--- src/msc_defs.svh ---
// Offsets, field positions, reset and restart masks for the mode/supply and hardware option registers
// Included by the register bank, the host model and the testbench; definitions only
`ifndef MSC_DEFS_SVH
`define MSC_DEFS_SVH

`define MSC_ADDR_MODE_SUPPLY 7'h01
`define MSC_ADDR_HW_OPTION 7'h02

// Mode and supply control fields
`define MSC_MODE_HI 15
`define MSC_MODE_LO 14
`define MSC_OVR_HI 10
`define MSC_OVR_LO 9
`define MSC_HYS_BIT 7
`define MSC_PEAK_BIT 5
`define MSC_RT_HI 1
`define MSC_RT_LO 0
`define MSC_MS_WMASK 16'hC6A3
`define MSC_MS_POR 16'h0000
`define MSC_MS_KEEP 16'h00A3

// Hardware option control fields
`define MSC_TWAIT_BIT 12
`define MSC_SOV_BIT 11
`define MSC_SHD_BIT 10
`define MSC_RDEL_BIT 9
`define MSC_SRPIN_BIT 6
`define MSC_SWFO_BIT 5
`define MSC_WDOFF1_BIT 2
`define MSC_HW_WMASK 16'h1E64
`define MSC_HW_POR 16'h0000
`define MSC_HW_SOFT_KEEP 16'h0200
`define MSC_HW_RESTART_KEEP 16'h1240

// Timing
`define MSC_CLK_HZ 25000000
`define MSC_RDEL_LONG_MS 10
`define MSC_RDEL_SHORT_MS 2
`define MSC_RDEL_LONG_CYC ((`MSC_CLK_HZ / 1000) * `MSC_RDEL_LONG_MS)
`define MSC_RDEL_SHORT_CYC ((`MSC_CLK_HZ / 1000) * `MSC_RDEL_SHORT_MS)

`endif

--- src/msc_pkg.sv ---
// Types shared by the mode/supply register bank, the host model and the testbench
// Assumes msc_defs.svh is on the include path
package msc_pkg;

  typedef enum logic [1:0] {
    MSC_MODE_NORMAL = 2'h0,
    MSC_MODE_SLEEP = 2'h1,
    MSC_MODE_STOP = 2'h2,
    MSC_MODE_SOFTRST = 2'h3
  } msc_mode_e;

  typedef enum logic [1:0] {
    MSC_OV_NONE = 2'h0,
    MSC_OV_INT = 2'h1,
    MSC_OV_RST = 2'h2,
    MSC_OV_FAILSAFE = 2'h3
  } msc_ovr_e;

  // Register access from the serial frame engine
  typedef struct packed {
    logic valid;
    logic write;
    logic [6:0] addr;
    logic [15:0] wdata;
  } msc_req_s;

  // Decoded control outputs to the analogue and state logic
  typedef struct packed {
    logic hys_highest;
    logic peak_high;
    logic [1:0] reset_thr;
    logic thermal_wait_ext;
    logic supply_ov_high;
    logic sample_hold_off;
    logic reset_delay_short;
    logic soft_reset_keep_pin;
    logic watchdog_stop_off;
  } msc_cfg_s;

endpackage

--- src/msc_field_reg.sv ---
// One 16-bit control register with write mask, zero reserved bits and masked preset
// Assumes the owner decodes address and supplies restart keep masks
`timescale 1ns/1ps
module msc_field_reg #(
  parameter logic [15:0] WMASK = 16'h0000,
  parameter logic [15:0] POR = 16'h0000
) (
  // Clock and reset
  input wire logic clk_sys,
  input wire logic rst,
  // Host write
  input wire logic wr_en,
  input wire logic [15:0] wr_data,
  // Hardware preset: bits outside keep take POR value
  input wire logic preset,
  input wire logic [15:0] keep,
  // Hardware bit overrides
  input wire logic [15:0] hw_clr,
  input wire logic [15:0] hw_set,
  // Stored value
  output logic [15:0] value
);

  logic [15:0] value_r;
  logic [15:0] value_nxt;

  always_comb begin
    value_nxt = value_r;
    if (preset) begin
      value_nxt = (value_r & keep) | (POR & ~keep);
    end else if (wr_en) begin
      value_nxt = wr_data;
    end
    value_nxt = (value_nxt & ~hw_clr) | hw_set;
    value_nxt = value_nxt & WMASK;
  end

  always_ff @(posedge clk_sys or posedge rst) begin
    if (rst) begin
      value_r <= 16'h0000;
    end else begin
      value_r <= value_nxt;
    end
  end

  assign value = value_r;

endmodule

--- src/msc_regs.sv ---
// Mode/supply and hardware option control register bank
// Assumes the serial frame engine delivers decoded word accesses on clk_sys
// What this block does
// Mode field codes normal, sleep, stop; code three requests soft reset.
// Host request for sleep while in stop does not move the device to sleep.
// On restart entry the mode field is forced to normal.
// Reading the mode register returns last written value, not reached state.
// Overvoltage reaction codes none, interrupt, reset event, fail-safe.
// Hysteresis bit one uses highest rising threshold to release reset.
// Peak threshold bit selects low or high regulator peak threshold.
// Reset threshold field picks one of four thresholds, code zero highest.
// Reserved bits always read zero.
// Thermal wait bit extends release wait sixty-four times after sixteen events.
// Supply overvoltage bit selects default or increased threshold.
// Sample-and-hold disable bit one switches sample-and-hold off.
// Reset delay bit picks 10 ms or 2 ms release delay.
// Soft reset pin option zero pulls reset output low on soft reset.
// Software fail bit drives fail output only when pin is fail output.
// Clearing software fail bit leaves failure-driven fail output on.
// Restart clears software fail bit; failures keep fail output on.
// Stop watchdog off bit one requests watchdog off in stop mode.
// Stop watchdog off bit one clears on stop to normal change.
// Watchdog stays off in stop only with companion bit zero set too.
// Host reads with command bit seven zero, leaving register unchanged.
// Host writes zero into reserved positions.
// Power-on loads zero; restart keeps only marked unchanged bits.
`timescale 1ns/1ps
`include "msc_defs.svh"
module msc_regs (
  // Clock and reset
  input wire logic clk_sys,
  input wire logic rst,
  // Register access
  input wire msc_pkg::msc_req_s req,
  output logic [15:0] rdata,
  output logic rvalid,
  // Device state
  input wire logic in_stop,
  input wire logic in_normal,
  input wire logic restart_entry,
  input wire logic soft_reset_done,
  input wire logic wd_stop_off_bit_zero,
  input wire logic fail_pin_is_fail_output,
  input wire logic failure_flag,
  input wire logic overvoltage_event,
  // Mode requests
  output msc_pkg::msc_mode_e mode_request,
  output logic mode_req_pulse,
  output logic soft_reset_req,
  output logic soft_reset_pull_reset,
  // Overvoltage reaction pulses
  output logic ov_int_event,
  output logic ov_reset_event,
  output logic ov_failsafe_event,
  // Configuration
  output msc_pkg::msc_cfg_s cfg,
  output logic [31:0] reset_delay_cycles,
  output logic fail_output
);

  logic wr_ms;
  logic wr_hw;
  logic [15:0] ms_val;
  logic [15:0] hw_val;
  logic [15:0] ms_wdata;
  logic [15:0] ms_clr;
  logic [15:0] hw_clr;
  logic [15:0] hw_keep;
  logic hw_preset;
  logic in_stop_r;
  logic stop_to_normal;
  logic [1:0] req_mode;
  logic [1:0] ovr;
  logic [15:0] rdata_r;
  logic rvalid_r;
  logic mode_req_r;
  logic softrst_r;
  logic ov_int_r;
  logic ov_rst_r;
  logic ov_fs_r;

  // Read access leaves registers alone; only write frames store
  assign wr_ms = req.valid && req.write && (req.addr == `MSC_ADDR_MODE_SUPPLY);
  assign wr_hw = req.valid && req.write && (req.addr == `MSC_ADDR_HW_OPTION);

  // Sleep request while in stop keeps the stop code stored
  assign req_mode = req.wdata[`MSC_MODE_HI:`MSC_MODE_LO];
  always_comb begin
    ms_wdata = req.wdata;
    if (in_stop && (req_mode == msc_pkg::MSC_MODE_SLEEP)) begin
      ms_wdata[`MSC_MODE_HI:`MSC_MODE_LO] = msc_pkg::MSC_MODE_STOP;
    end
  end

  // Restart forces mode to normal, other bits follow keep mask
  always_comb begin
    ms_clr = 16'h0000;
    if (restart_entry) begin
      ms_clr[`MSC_MODE_HI:`MSC_MODE_LO] = 2'h3;
    end
  end

  msc_field_reg #(
    .WMASK(`MSC_MS_WMASK),
    .POR(`MSC_MS_POR)
  ) u_mode_supply (
    .clk_sys(clk_sys),
    .rst(rst),
    .wr_en(wr_ms),
    .wr_data(ms_wdata),
    .preset(restart_entry || soft_reset_done),
    .keep(restart_entry ? `MSC_MS_KEEP : 16'h0000),
    .hw_clr(ms_clr),
    .hw_set(16'h0000),
    .value(ms_val)
  );

  // Stop to normal detection for the watchdog off bit
  always_ff @(posedge clk_sys or posedge rst) begin
    if (rst) begin
      in_stop_r <= 1'b0;
    end else begin
      in_stop_r <= in_stop;
    end
  end
  assign stop_to_normal = in_stop_r && in_normal;

  always_comb begin
    hw_clr = 16'h0000;
    hw_clr[`MSC_WDOFF1_BIT] = stop_to_normal;
    hw_clr[`MSC_SWFO_BIT] = restart_entry;
  end

  assign hw_preset = restart_entry || soft_reset_done;
  assign hw_keep = restart_entry ? `MSC_HW_RESTART_KEEP : `MSC_HW_SOFT_KEEP;

  msc_field_reg #(
    .WMASK(`MSC_HW_WMASK),
    .POR(`MSC_HW_POR)
  ) u_hw_option (
    .clk_sys(clk_sys),
    .rst(rst),
    .wr_en(wr_hw && !restart_entry),
    .wr_data(req.wdata),
    .preset(hw_preset),
    .keep(hw_keep),
    .hw_clr(hw_clr),
    .hw_set(16'h0000),
    .value(hw_val)
  );

  // Read path: stored value, reserved bits masked to zero
  always_ff @(posedge clk_sys or posedge rst) begin
    if (rst) begin
      rdata_r <= 16'h0000;
      rvalid_r <= 1'b0;
    end else begin
      rvalid_r <= req.valid;
      if (req.valid) begin
        unique case (req.addr)
          `MSC_ADDR_MODE_SUPPLY: rdata_r <= ms_val & `MSC_MS_WMASK; // see R4
          `MSC_ADDR_HW_OPTION: rdata_r <= hw_val & `MSC_HW_WMASK;
          default: rdata_r <= 16'h0000;
        endcase
      end
    end
  end
  assign rdata = rdata_r;
  assign rvalid = rvalid_r;

  // Mode request pulse on each mode write, soft reset request on a mode write of code three
  always_ff @(posedge clk_sys or posedge rst) begin
    if (rst) begin
      mode_req_r <= 1'b0;
      softrst_r <= 1'b0;
    end else begin
      mode_req_r <= wr_ms;
      softrst_r <= wr_ms && (ms_wdata[`MSC_MODE_HI:`MSC_MODE_LO] == msc_pkg::MSC_MODE_SOFTRST);
    end
  end
  assign mode_request = msc_pkg::msc_mode_e'(ms_val[`MSC_MODE_HI:`MSC_MODE_LO]);
  assign mode_req_pulse = mode_req_r;
  assign soft_reset_req = softrst_r;
  assign soft_reset_pull_reset = softrst_r && !hw_val[`MSC_SRPIN_BIT];

  // Overvoltage reaction routing
  assign ovr = ms_val[`MSC_OVR_HI:`MSC_OVR_LO];
  always_ff @(posedge clk_sys or posedge rst) begin
    if (rst) begin
      ov_int_r <= 1'b0;
      ov_rst_r <= 1'b0;
      ov_fs_r <= 1'b0;
    end else begin
      ov_int_r <= overvoltage_event && (ovr == msc_pkg::MSC_OV_INT);
      ov_rst_r <= overvoltage_event && (ovr == msc_pkg::MSC_OV_RST);
      ov_fs_r <= overvoltage_event && (ovr == msc_pkg::MSC_OV_FAILSAFE);
    end
  end
  assign ov_int_event = ov_int_r;
  assign ov_reset_event = ov_rst_r;
  assign ov_failsafe_event = ov_fs_r;

  // Decoded configuration
  always_comb begin
    cfg.hys_highest = ms_val[`MSC_HYS_BIT];
    cfg.peak_high = ms_val[`MSC_PEAK_BIT];
    cfg.reset_thr = ms_val[`MSC_RT_HI:`MSC_RT_LO];
    cfg.thermal_wait_ext = hw_val[`MSC_TWAIT_BIT];
    cfg.supply_ov_high = hw_val[`MSC_SOV_BIT];
    cfg.sample_hold_off = hw_val[`MSC_SHD_BIT];
    cfg.reset_delay_short = hw_val[`MSC_RDEL_BIT];
    cfg.soft_reset_keep_pin = hw_val[`MSC_SRPIN_BIT];
    cfg.watchdog_stop_off = hw_val[`MSC_WDOFF1_BIT] && wd_stop_off_bit_zero; // see R18
  end

  assign reset_delay_cycles = hw_val[`MSC_RDEL_BIT] ? 32'(`MSC_RDEL_SHORT_CYC) : 32'(`MSC_RDEL_LONG_CYC);

  // Fail output: software request gated by pin config, failures always win
  assign fail_output = failure_flag || (hw_val[`MSC_SWFO_BIT] && fail_pin_is_fail_output); // see R15

  // Assertions
  a_restart_mode_normal: assert property (@(posedge clk_sys) disable iff (rst)
    restart_entry |=> (ms_val[15:14] == 2'h0))
    else $error("mode not normal after restart");

  a_stop_no_sleep: assert property (@(posedge clk_sys) disable iff (rst)
    (wr_ms && in_stop && !restart_entry && !soft_reset_done) |=> (ms_val[15:14] != 2'h1))
    else $error("stop moved to sleep by write");

  a_reserved_zero: assert property (@(posedge clk_sys) disable iff (rst)
    (rvalid && $past(req.addr) == `MSC_ADDR_MODE_SUPPLY) |-> ((rdata & ~`MSC_MS_WMASK) == 16'h0000))
    else $error("reserved bit read nonzero");

  a_hw_reserved_zero: assert property (@(posedge clk_sys) disable iff (rst)
    (rvalid && $past(req.addr) == `MSC_ADDR_HW_OPTION) |-> ((rdata & ~`MSC_HW_WMASK) == 16'h0000))
    else $error("hardware reserved bit read nonzero");

  a_readback_written: assert property (@(posedge clk_sys) disable iff (rst)
    (wr_ms && !in_stop && !restart_entry && !soft_reset_done) ##1 (!wr_ms && !restart_entry && !soft_reset_done)
      ##1 (req.valid && !req.write && req.addr == `MSC_ADDR_MODE_SUPPLY)
      |=> (rdata == ($past(req.wdata, 3) & `MSC_MS_WMASK)))
    else $error("readback differs from write");

  a_wdoff_clear: assert property (@(posedge clk_sys) disable iff (rst)
    stop_to_normal |=> !hw_val[2])
    else $error("watchdog off bit not cleared");

  a_swfo_restart: assert property (@(posedge clk_sys) disable iff (rst)
    restart_entry |=> (!hw_val[5] && (fail_output == failure_flag)))
    else $error("software fail bit survived restart");

  a_fail_held: assert property (@(posedge clk_sys) disable iff (rst)
    failure_flag |-> fail_output)
    else $error("fail output dropped with failure");

  a_softrst_pin: assert property (@(posedge clk_sys) disable iff (rst)
    (wr_ms && req.wdata[15:14] == 2'h3 && !in_stop && !hw_val[6] && !wr_hw) |=> soft_reset_pull_reset)
    else $error("soft reset did not pull reset");

  a_ov_route: assert property (@(posedge clk_sys) disable iff (rst)
    (overvoltage_event && ms_val[10:9] == 2'h2) |=> (ov_reset_event && !ov_int_event && !ov_failsafe_event))
    else $error("overvoltage reaction misrouted");

  a_rdel_select: assert property (@(posedge clk_sys) disable iff (rst)
    hw_val[9] |-> (reset_delay_cycles == 32'h0000C350))
    else $error("short reset delay wrong");

  a_rdel_long: assert property (@(posedge clk_sys) disable iff (rst)
    !hw_val[9] |-> (reset_delay_cycles == 32'h0003D090))
    else $error("long reset delay wrong");

  a_unmapped_zero: assert property (@(posedge clk_sys) disable iff (rst)
    (rvalid && $past(req.addr) != `MSC_ADDR_MODE_SUPPLY && $past(req.addr) != `MSC_ADDR_HW_OPTION)
      |-> (rdata == 16'h0000))
    else $error("unmapped read nonzero");

  a_mode_pulse: assert property (@(posedge clk_sys) disable iff (rst)
    wr_ms |=> mode_req_pulse)
    else $error("mode write gave no request pulse");

  a_softrst_req: assert property (@(posedge clk_sys) disable iff (rst)
    (wr_ms && req.wdata[15:14] == 2'h3) |=> soft_reset_req)
    else $error("soft reset code gave no request");

  a_no_softrst: assert property (@(posedge clk_sys) disable iff (rst)
    !wr_ms |=> !soft_reset_req)
    else $error("soft reset request without write");

  a_mode_stored: assert property (@(posedge clk_sys) disable iff (rst)
    (wr_ms && !in_stop && !restart_entry && !soft_reset_done)
      |=> ((ms_val & 16'hC000) == ($past(req.wdata) & 16'hC000)))
    else $error("mode code not stored");

  a_softrst_keep_pin: assert property (@(posedge clk_sys) disable iff (rst)
    hw_val[6] |-> !soft_reset_pull_reset)
    else $error("soft reset pulled reset despite option");

  a_ov_int: assert property (@(posedge clk_sys) disable iff (rst)
    (overvoltage_event && ms_val[10:9] == 2'h1) |=> (ov_int_event && !ov_reset_event && !ov_failsafe_event))
    else $error("overvoltage interrupt misrouted");

  a_ov_failsafe: assert property (@(posedge clk_sys) disable iff (rst)
    (overvoltage_event && ms_val[10:9] == 2'h3) |=> (ov_failsafe_event && !ov_int_event && !ov_reset_event))
    else $error("overvoltage fail-safe misrouted");

  a_ov_none: assert property (@(posedge clk_sys) disable iff (rst)
    (!overvoltage_event || ms_val[10:9] == 2'h0) |=> (!ov_int_event && !ov_reset_event && !ov_failsafe_event))
    else $error("overvoltage reaction without cause");

  a_swfo_gate: assert property (@(posedge clk_sys) disable iff (rst)
    (!failure_flag && !fail_pin_is_fail_output) |-> !fail_output)
    else $error("fail output on without pin mode");

  a_swfo_on: assert property (@(posedge clk_sys) disable iff (rst)
    (hw_val[5] && fail_pin_is_fail_output) |-> fail_output)
    else $error("software fail request ignored");

  a_ms_restart_keep: assert property (@(posedge clk_sys) disable iff (rst)
    restart_entry |=> (ms_val == ($past(ms_val) & `MSC_MS_KEEP)))
    else $error("mode register restart value wrong");

  a_hw_restart_keep: assert property (@(posedge clk_sys) disable iff (rst)
    restart_entry |=> (hw_val == ($past(hw_val) & `MSC_HW_RESTART_KEEP)))
    else $error("option register restart value wrong");

  a_ms_soft_zero: assert property (@(posedge clk_sys) disable iff (rst)
    (soft_reset_done && !restart_entry) |=> (ms_val == 16'h0000))
    else $error("mode register soft reset value wrong");

  a_hw_soft_keep: assert property (@(posedge clk_sys) disable iff (rst)
    (soft_reset_done && !restart_entry) |=> (hw_val == ($past(hw_val) & `MSC_HW_SOFT_KEEP)))
    else $error("option register soft reset value wrong");

  a_cfg_wdoff: assert property (@(posedge clk_sys) disable iff (rst)
    !wd_stop_off_bit_zero |-> !cfg.watchdog_stop_off)
    else $error("watchdog off without companion bit");

  a_wdoff_write: assert property (@(posedge clk_sys) disable iff (rst)
    (wr_hw && !restart_entry && !soft_reset_done && !stop_to_normal)
      |=> ((hw_val & 16'h0004) == ($past(req.wdata) & 16'h0004)))
    else $error("watchdog off bit not written");

  a_wdoff_hold: assert property (@(posedge clk_sys) disable iff (rst)
    (!wr_hw && !stop_to_normal && !restart_entry && !soft_reset_done)
      |=> ((hw_val & 16'h0004) == ($past(hw_val) & 16'h0004)))
    else $error("watchdog off bit changed on its own");

endmodule

--- config.mk ---
export PLATFORM = sky130hd
export DESIGN_NAME = msc_regs
export DESIGN_NICKNAME = d
export VERILOG_FILES = /design/src/msc_pkg.sv /design/src/msc_field_reg.sv /design/src/msc_regs.sv
export VERILOG_INCLUDE_DIRS = /design/src /design/src/src
export SDC_FILE = /design/constraint.sdc
export NUM_CORES = 1
export LEC_CHECK = 0
export BUFFER_PORTS_ARGS = -buffer_cell sky130_fd_sc_hd__buf_2
export CAP_MARGIN = 40
export CORE_ASPECT_RATIO = 0.6
export CORE_MARGIN = 1
export CORE_UTILIZATION = 48
export CTS_CLUSTER_SIZE = 16
export DETAILED_ROUTE_END_ITERATION = 12
export PLACE_DENSITY_LB_ADDON = 0.15
export SLEW_MARGIN = 20
export SYNTH_ARGS = -nofsm -noshare
export SYNTH_HDL_FRONTEND = slang
export SYNTH_SLANG_ARGS = --single-unit
--- constraint.sdc ---
create_clock -name clk_sys -period 2.5 [get_ports clk_sys]
set_clock_uncertainty 0.1 [all_clocks]
set_input_delay 0.125 -clock clk_sys [delete_from_list [all_inputs] [get_ports clk_sys]]
set_output_delay 0.125 -clock clk_sys [all_outputs]
set_load 0.03 [all_outputs]
==> metrics.cfg, run 1 <==
[yosys]
synth-compound-area-share_pct = 11.0
yosys_warnings = 0
synthXorXnorAreaFrac_pct = 0
ys_ff_latch = 34
yosys.area.top_type = dfrtp_1
synth_fa_ha_area_share_pct = 0
syn_inst = 171
avgSynthCellArea_sq_um = 10.8
synth_top_family_by_area = buffers and inverters
synth_cell_types = 31
ys_seq_area_share_pct = 46.0
synth_top_area_share_pct = 46.0
synth_top_cells_by_area = dfrtp_1 (46%), buf_4 (19%), mux2i_1 (7.0%)
synthMuxAreaShare_pct = 7.64
synth_area_sq_mm = 0.00185
synth-simple-area-share_pct = 14.9

[timing]
setup_violations = 0
fmax_ghz = 0.581
tns_ps = 0
maxSlewViolCount = 0
final_hold_viol_count = 0
grt_setup_unrepaired = no
period_needed_ps = 1720
fin_ws_ps = 779
fin_hold_ws_ps = 15.5
finalCritPeriodShare_pct = 68.8

[global_route]
grt_use_met3_pct = 5.56
grt_usage_pct = 19.4
grt_max_degree = 35
grt_use_met1_pct = 27.7
grtUsageMet2_pct = 29.1
grt_pass1_vias = 1243
gr-total-overflow = 0
busiest_layer = met2
grt_pass1_wl_um = 5840
grt_antenna_before_repair = 0

[placed_design]
portBuffers = 69
placed_cells = 267
gp_congestion = 0.753
hpwl_um = 2730
place_area_sq_mm = 0.00201
post-place-ws_ps = 900

[critical_path]
critPathSlowestCell = dlygate4sd3_1
max_stage_delay_ps = 520
r2r_start = in_stop_r
arrival_ps = 1820
crit_required_ps = 2600
worstPathCellList = dlygate4sd3_1 -> buf_2 -> nor4b_4 -> nand3_2 -> inv_1 -> mux2i_1
worstSetupEndpointType = flop
r2r_setup_slack_ps = 1340
startpoint_type = primary input
path_max_fanout = 6
crit_path_start = req[24]
reg2reg_depth = 3
critical_path_class = primary input to flop

[detailed_routing]
post-route-drc-count = 0
drtIter0Drc = 41
ant_nets = 0
routed_wl_um = 3640
drt_pass1_iterations = 4
vias_per_cell = 4.82
routedWlPerCell_um = 12.9
num_vias = 1360

[final_layout]
fin_cells = 282
antennaDiodeCount = 0
postLayoutCoreUtil_pct = 59.0
nets = 270
postLayoutCellArea_sq_mm = 0.00217
area_delta_synth_final_pct = 17.3
fillers = 334
drive_above_1_share_pct = 35.7
final_common_cell = buf_2
final_cell_mix = buf_2 (69), dfrtp_1 (34), conb_1 (29)

[power_and_ir_drop]
p_int_mw = 0.784
p_switching_mw = 0.289
clkPwrFrac_pct = 34.1
sw_frac_of_total_pct = 26.9
pwr-share-comb_pct = 14.4
peakVddDrop_mv = 0.239
power.density_mw_per_mm2 = 495
seq_power_share_pct = 51.5
p_leak_nw = 1.25
power.total_mw = 1.07

[min_path]
hold_depth = 3
worstHoldPathType = primary input to flop
hp-start = req[10]

[clock_tree]
cts_htree_levels = 2
numClockSinks = 34
cts-root-buf = clkbuf_8
clkTransAtPathRegs_ps = 60
clockBufferDepth = 2
numCtsBuffers = 5
cts_tree = built
clock_latency_ps = 270
post-cts-setup-buffers = 0

[floorplanning]
die_w_um = 82.2
die_y_um = 50.1
start_util_pct = 50.3
io_pins = 103
die-area_sq_mm = 0.00412
row_count = 17
fp.coreArea_sq_mm = 0.00368

[flow_run]
drv_cap = 0

[run_status]
status = complete, no violations

-- registers in the layout, summed over array words and instances (netlist names) --
signal               count
in_stop_r                1
mode_req_pulse           1
ov_failsafe_event        1
ov_int_event             1
ov_reset_event           1
rdata                   12
rvalid                   1
soft_reset_req           1
u_hw_option.value        7
u_mode_supply.value      8
-- path summary, 6_finish.rpt --
path	endpoint
setup / recovery	u_mode_supply.value[9]
hold / removal	u_hw_option.value[10]
setup reg to reg	u_hw_option.value[2]
hold reg to reg	rdata[10]
max in group asynchronous	rvalid
min in group asynchronous	rdata[9]
-- layout make-up --
type	count	area, sq um	area share (%)
Inverter	4	15.0	0.692
Timing Repair Buffer	79	440	20.3
Sequential cell	34	851	39.2
Multi-Input combinational cell	111	729	33.6
Tap cell	47	58.8	2.71
Clock buffer	7	76.3	3.52
-- critical path: cells and delay by family --
family | cells | cell delay [ps]
buf+inv | 3 | 890
mux | 1 | 220
simple gates | 2 | 590
-- cell families after synthesis --
group / Yosys count
buffers and inverters: 53
AO/OA/AOI/OAI: 25
multiplexers: 14
flip-flops: 34
other: 2
AND/OR/NAND/NOR: 43
-- Yosys cell counts --
master     count
nor4b_1        1
or4b_4         1
nor4b_4        2
and3_1         1
buf_4         46
a22oi_1        9
nor2_2         1
nor2_1         2
mux2_2         1
nand3_2        1
o211a_1        1
inv_1          4
and2_0         1
a22o_1         9
and4_1         1
clkbuf_1       3
and2_1         1
o2bb2ai_1      3
a211oi_1       1
dfrtp_1       34
nand4_1        2
nor4b_2        1
nand3_1        2
mux2i_1       13
a21o_1         1
nor2b_1        3
or3_4          1
a21oi_1        1
nand2_1       20
conb_1         2
nand2b_1       2
-- layer usage --
metal  up-vias  wire, um
met5         -         0
li1        643         -
met3         2       214
met2        51      1670
met1       664      1730
met4         0        19
-- power by group through the flow --
stage / clock, mW / sequential (mW) / combinational, mW
after detailed placement: 0 / 0.564 / 0.145
after floorplan: 0 / 0.565 / 0.134
after global placement: 0 / 0.563 / 0.143
after global routing: 0.402 / 0.553 / 0.169
after CTS: 0.379 / 0.553 / 0.155
final: 0.366 / 0.553 / 0.154
-- timing repair --
| item | CTS | global route |
|---|---|---|
| hold endpoints to repair | 42 | 0 |
| hold buffers | 8 | 0 |
| gates resized for setup | 0 | 0 |
Power figures use the tool's default switching activity.
==> inputs of run 2 (changes only) <==
--- a/config.mk
+++ b/config.mk
@@ -10,7 +10,7 @@
 export CAP_MARGIN = 40
 export CORE_ASPECT_RATIO = 0.6
 export CORE_MARGIN = 1
-export CORE_UTILIZATION = 48
+export CORE_UTILIZATION = 40
 export CTS_CLUSTER_SIZE = 16
 export DETAILED_ROUTE_END_ITERATION = 12
 export PLACE_DENSITY_LB_ADDON = 0.15
==> constraint.sdc (replaced) <==
create_clock -name clk_sys -period 1.58 [get_ports clk_sys]
set_clock_uncertainty 0.1 [all_clocks]
set_input_delay 0.079 -clock clk_sys [delete_from_list [all_inputs] [get_ports clk_sys]]
set_output_delay 0.079 -clock clk_sys [all_outputs]
set_load 0.03 [all_outputs]
==> metrics.cfg, run 2 (synthesis gave the netlist of run 1 again) <==
[timing]
final_hold_viol_count = 0
tns_ps = 0
fmax_ghz = 0.808
maxSlewViolCount = 0
period_needed_ps = 1240
fin_hold_ws_ps = 3.90
grt_setup_unrepaired = no
setup_violations = 0
worst_slew_pin_slew_ps = 484
finalCritPeriodShare_pct = 78.4
slew_headroom_pct = 67.3
fin_ws_ps = 342

[power_and_ir_drop]
seq_power_share_pct = 50.5
clkPwrFrac_pct = 34.6
power.density_mw_per_mm2 = 764
power.total_mw = 1.73
peakVddDrop_mv = 0.377
sw_frac_of_total_pct = 27.8
p_switching_mw = 0.481
p_leak_nw = 1.29
pwr-share-comb_pct = 14.9
p_int_mw = 1.25

[final_layout]
antennaDiodeCount = 0
final_common_cell = buf_2
postLayoutCoreUtil_pct = 53.0
final_cell_mix = buf_2 (69), dfrtp_1 (34), conb_1 (29)
drive_above_1_share_pct = 36.1
largest_reg_flops = 12
fin_cells = 304
area_delta_synth_final_pct = 22.5
nets = 279
postLayoutCellArea_sq_mm = 0.00227

[flow_run]
drv_cap = 0

[floorplanning]
fp.coreArea_sq_mm = 0.00428
die-area_sq_mm = 0.00491
io_pins = 103
row_count = 18
start_util_pct = 43.2
die_w_um = 89.8
die_y_um = 54.7

[clock_tree]
cts_htree_levels = 2
clockBufferDepth = 2
clkTransAtPathRegs_ps = 70
numClockSinks = 34
clock_latency_ps = 280
cts-root-buf = clkbuf_8
cts.repair.resized = 0
post-cts-setup-buffers = 0
numCtsBuffers = 5
cts_tree = built

[min_path]
worstHoldPathType = primary input to flop

[detailed_routing]
routed_wl_um = 4030
num_vias = 1383
post-route-drc-count = 0
routedWlPerCell_um = 13.2
drt_pass1_iterations = 4
drtIter0Drc = 43
vias_per_cell = 4.55
ant_nets = 0

[global_route]
grt_pass1_vias = 1290
busiest_layer = met2
grt_pass1_wl_um = 6410
grt_max_degree = 35
grt_antenna_before_repair = 0
grt_usage_pct = 18.1
gr-total-overflow = 0
grt_use_met3_pct = 5.97
grtUsageMet2_pct = 27.7
grt_use_met1_pct = 24.7

[placed_design]
portBuffers = 69
placed_cells = 284
hpwl_um = 2870
gp_congestion = 0.755
post-place-ws_ps = 115
place_area_sq_mm = 0.00206

[critical_path]
critical_path_class = flop to output pin
r2r_setup_slack_ps = 470
path_max_fanout = 7
arrival_ps = 1060
startpoint_type = flop
crit_required_ps = 1400
worstSetupEndpointType = output pin

[run_status]
status = complete, no violations

-- run 2: cell types whose count changed in the layout (fill, tap and decap cells not counted) --
cell,before,now
buf_4,2,6
dlygate4sd3_1,8,13
-- run 2: final cells by class --
cell class	instances	area, sq um
repair buffers	88	520
fillers	415	2010
well taps	60	75.1
multi-input cells	111	729
inverters	4	15.0
clock buffers	7	76.3
flip-flops and latches	34	851
-- run 2: metal layers --
metal	vias up	wire length (um)
met5	-	0
met2	52	1710
li1	669	-
met1	656	2030
met4	0	36
met3	6	252
-- run 2: repair_timing --
action / in CTS / in global routing
endpoints found under the setup margin: 0 / 0
endpoints found under the hold margin: 50 / 0
hold buffers: 13 / 0
-- run 2: power by group through the flow --
stage               combinational, mW  sequential (mW)  clock [mW]
finish                          0.258            0.875       0.599
global route                    0.283            0.875       0.673
CTS                             0.258            0.875       0.611
detailed placement              0.232            0.892           0
global placement                0.231            0.892           0
floorplan                       0.212            0.894           0
-- run 2: worst max-delay path: stages, from the launching register on --
cell     delay [ps]
dfrtp_1         450
inv_1           120
buf_2           200
-- run 2: worst paths after layout --
kind	start	end	cells past startpoint
min reg2reg	rdata[9]	rdata[9]	1
max in group asynchronous	rst	u_mode_supply.value[0]	4
max	u_hw_option.value[9]	reset_delay_cycles[16]	2
max reg2reg	in_stop_r	u_hw_option.value[2]	3
min in group asynchronous	rst	mode_req_pulse	4
min	req[7]	u_mode_supply.value[7]	3
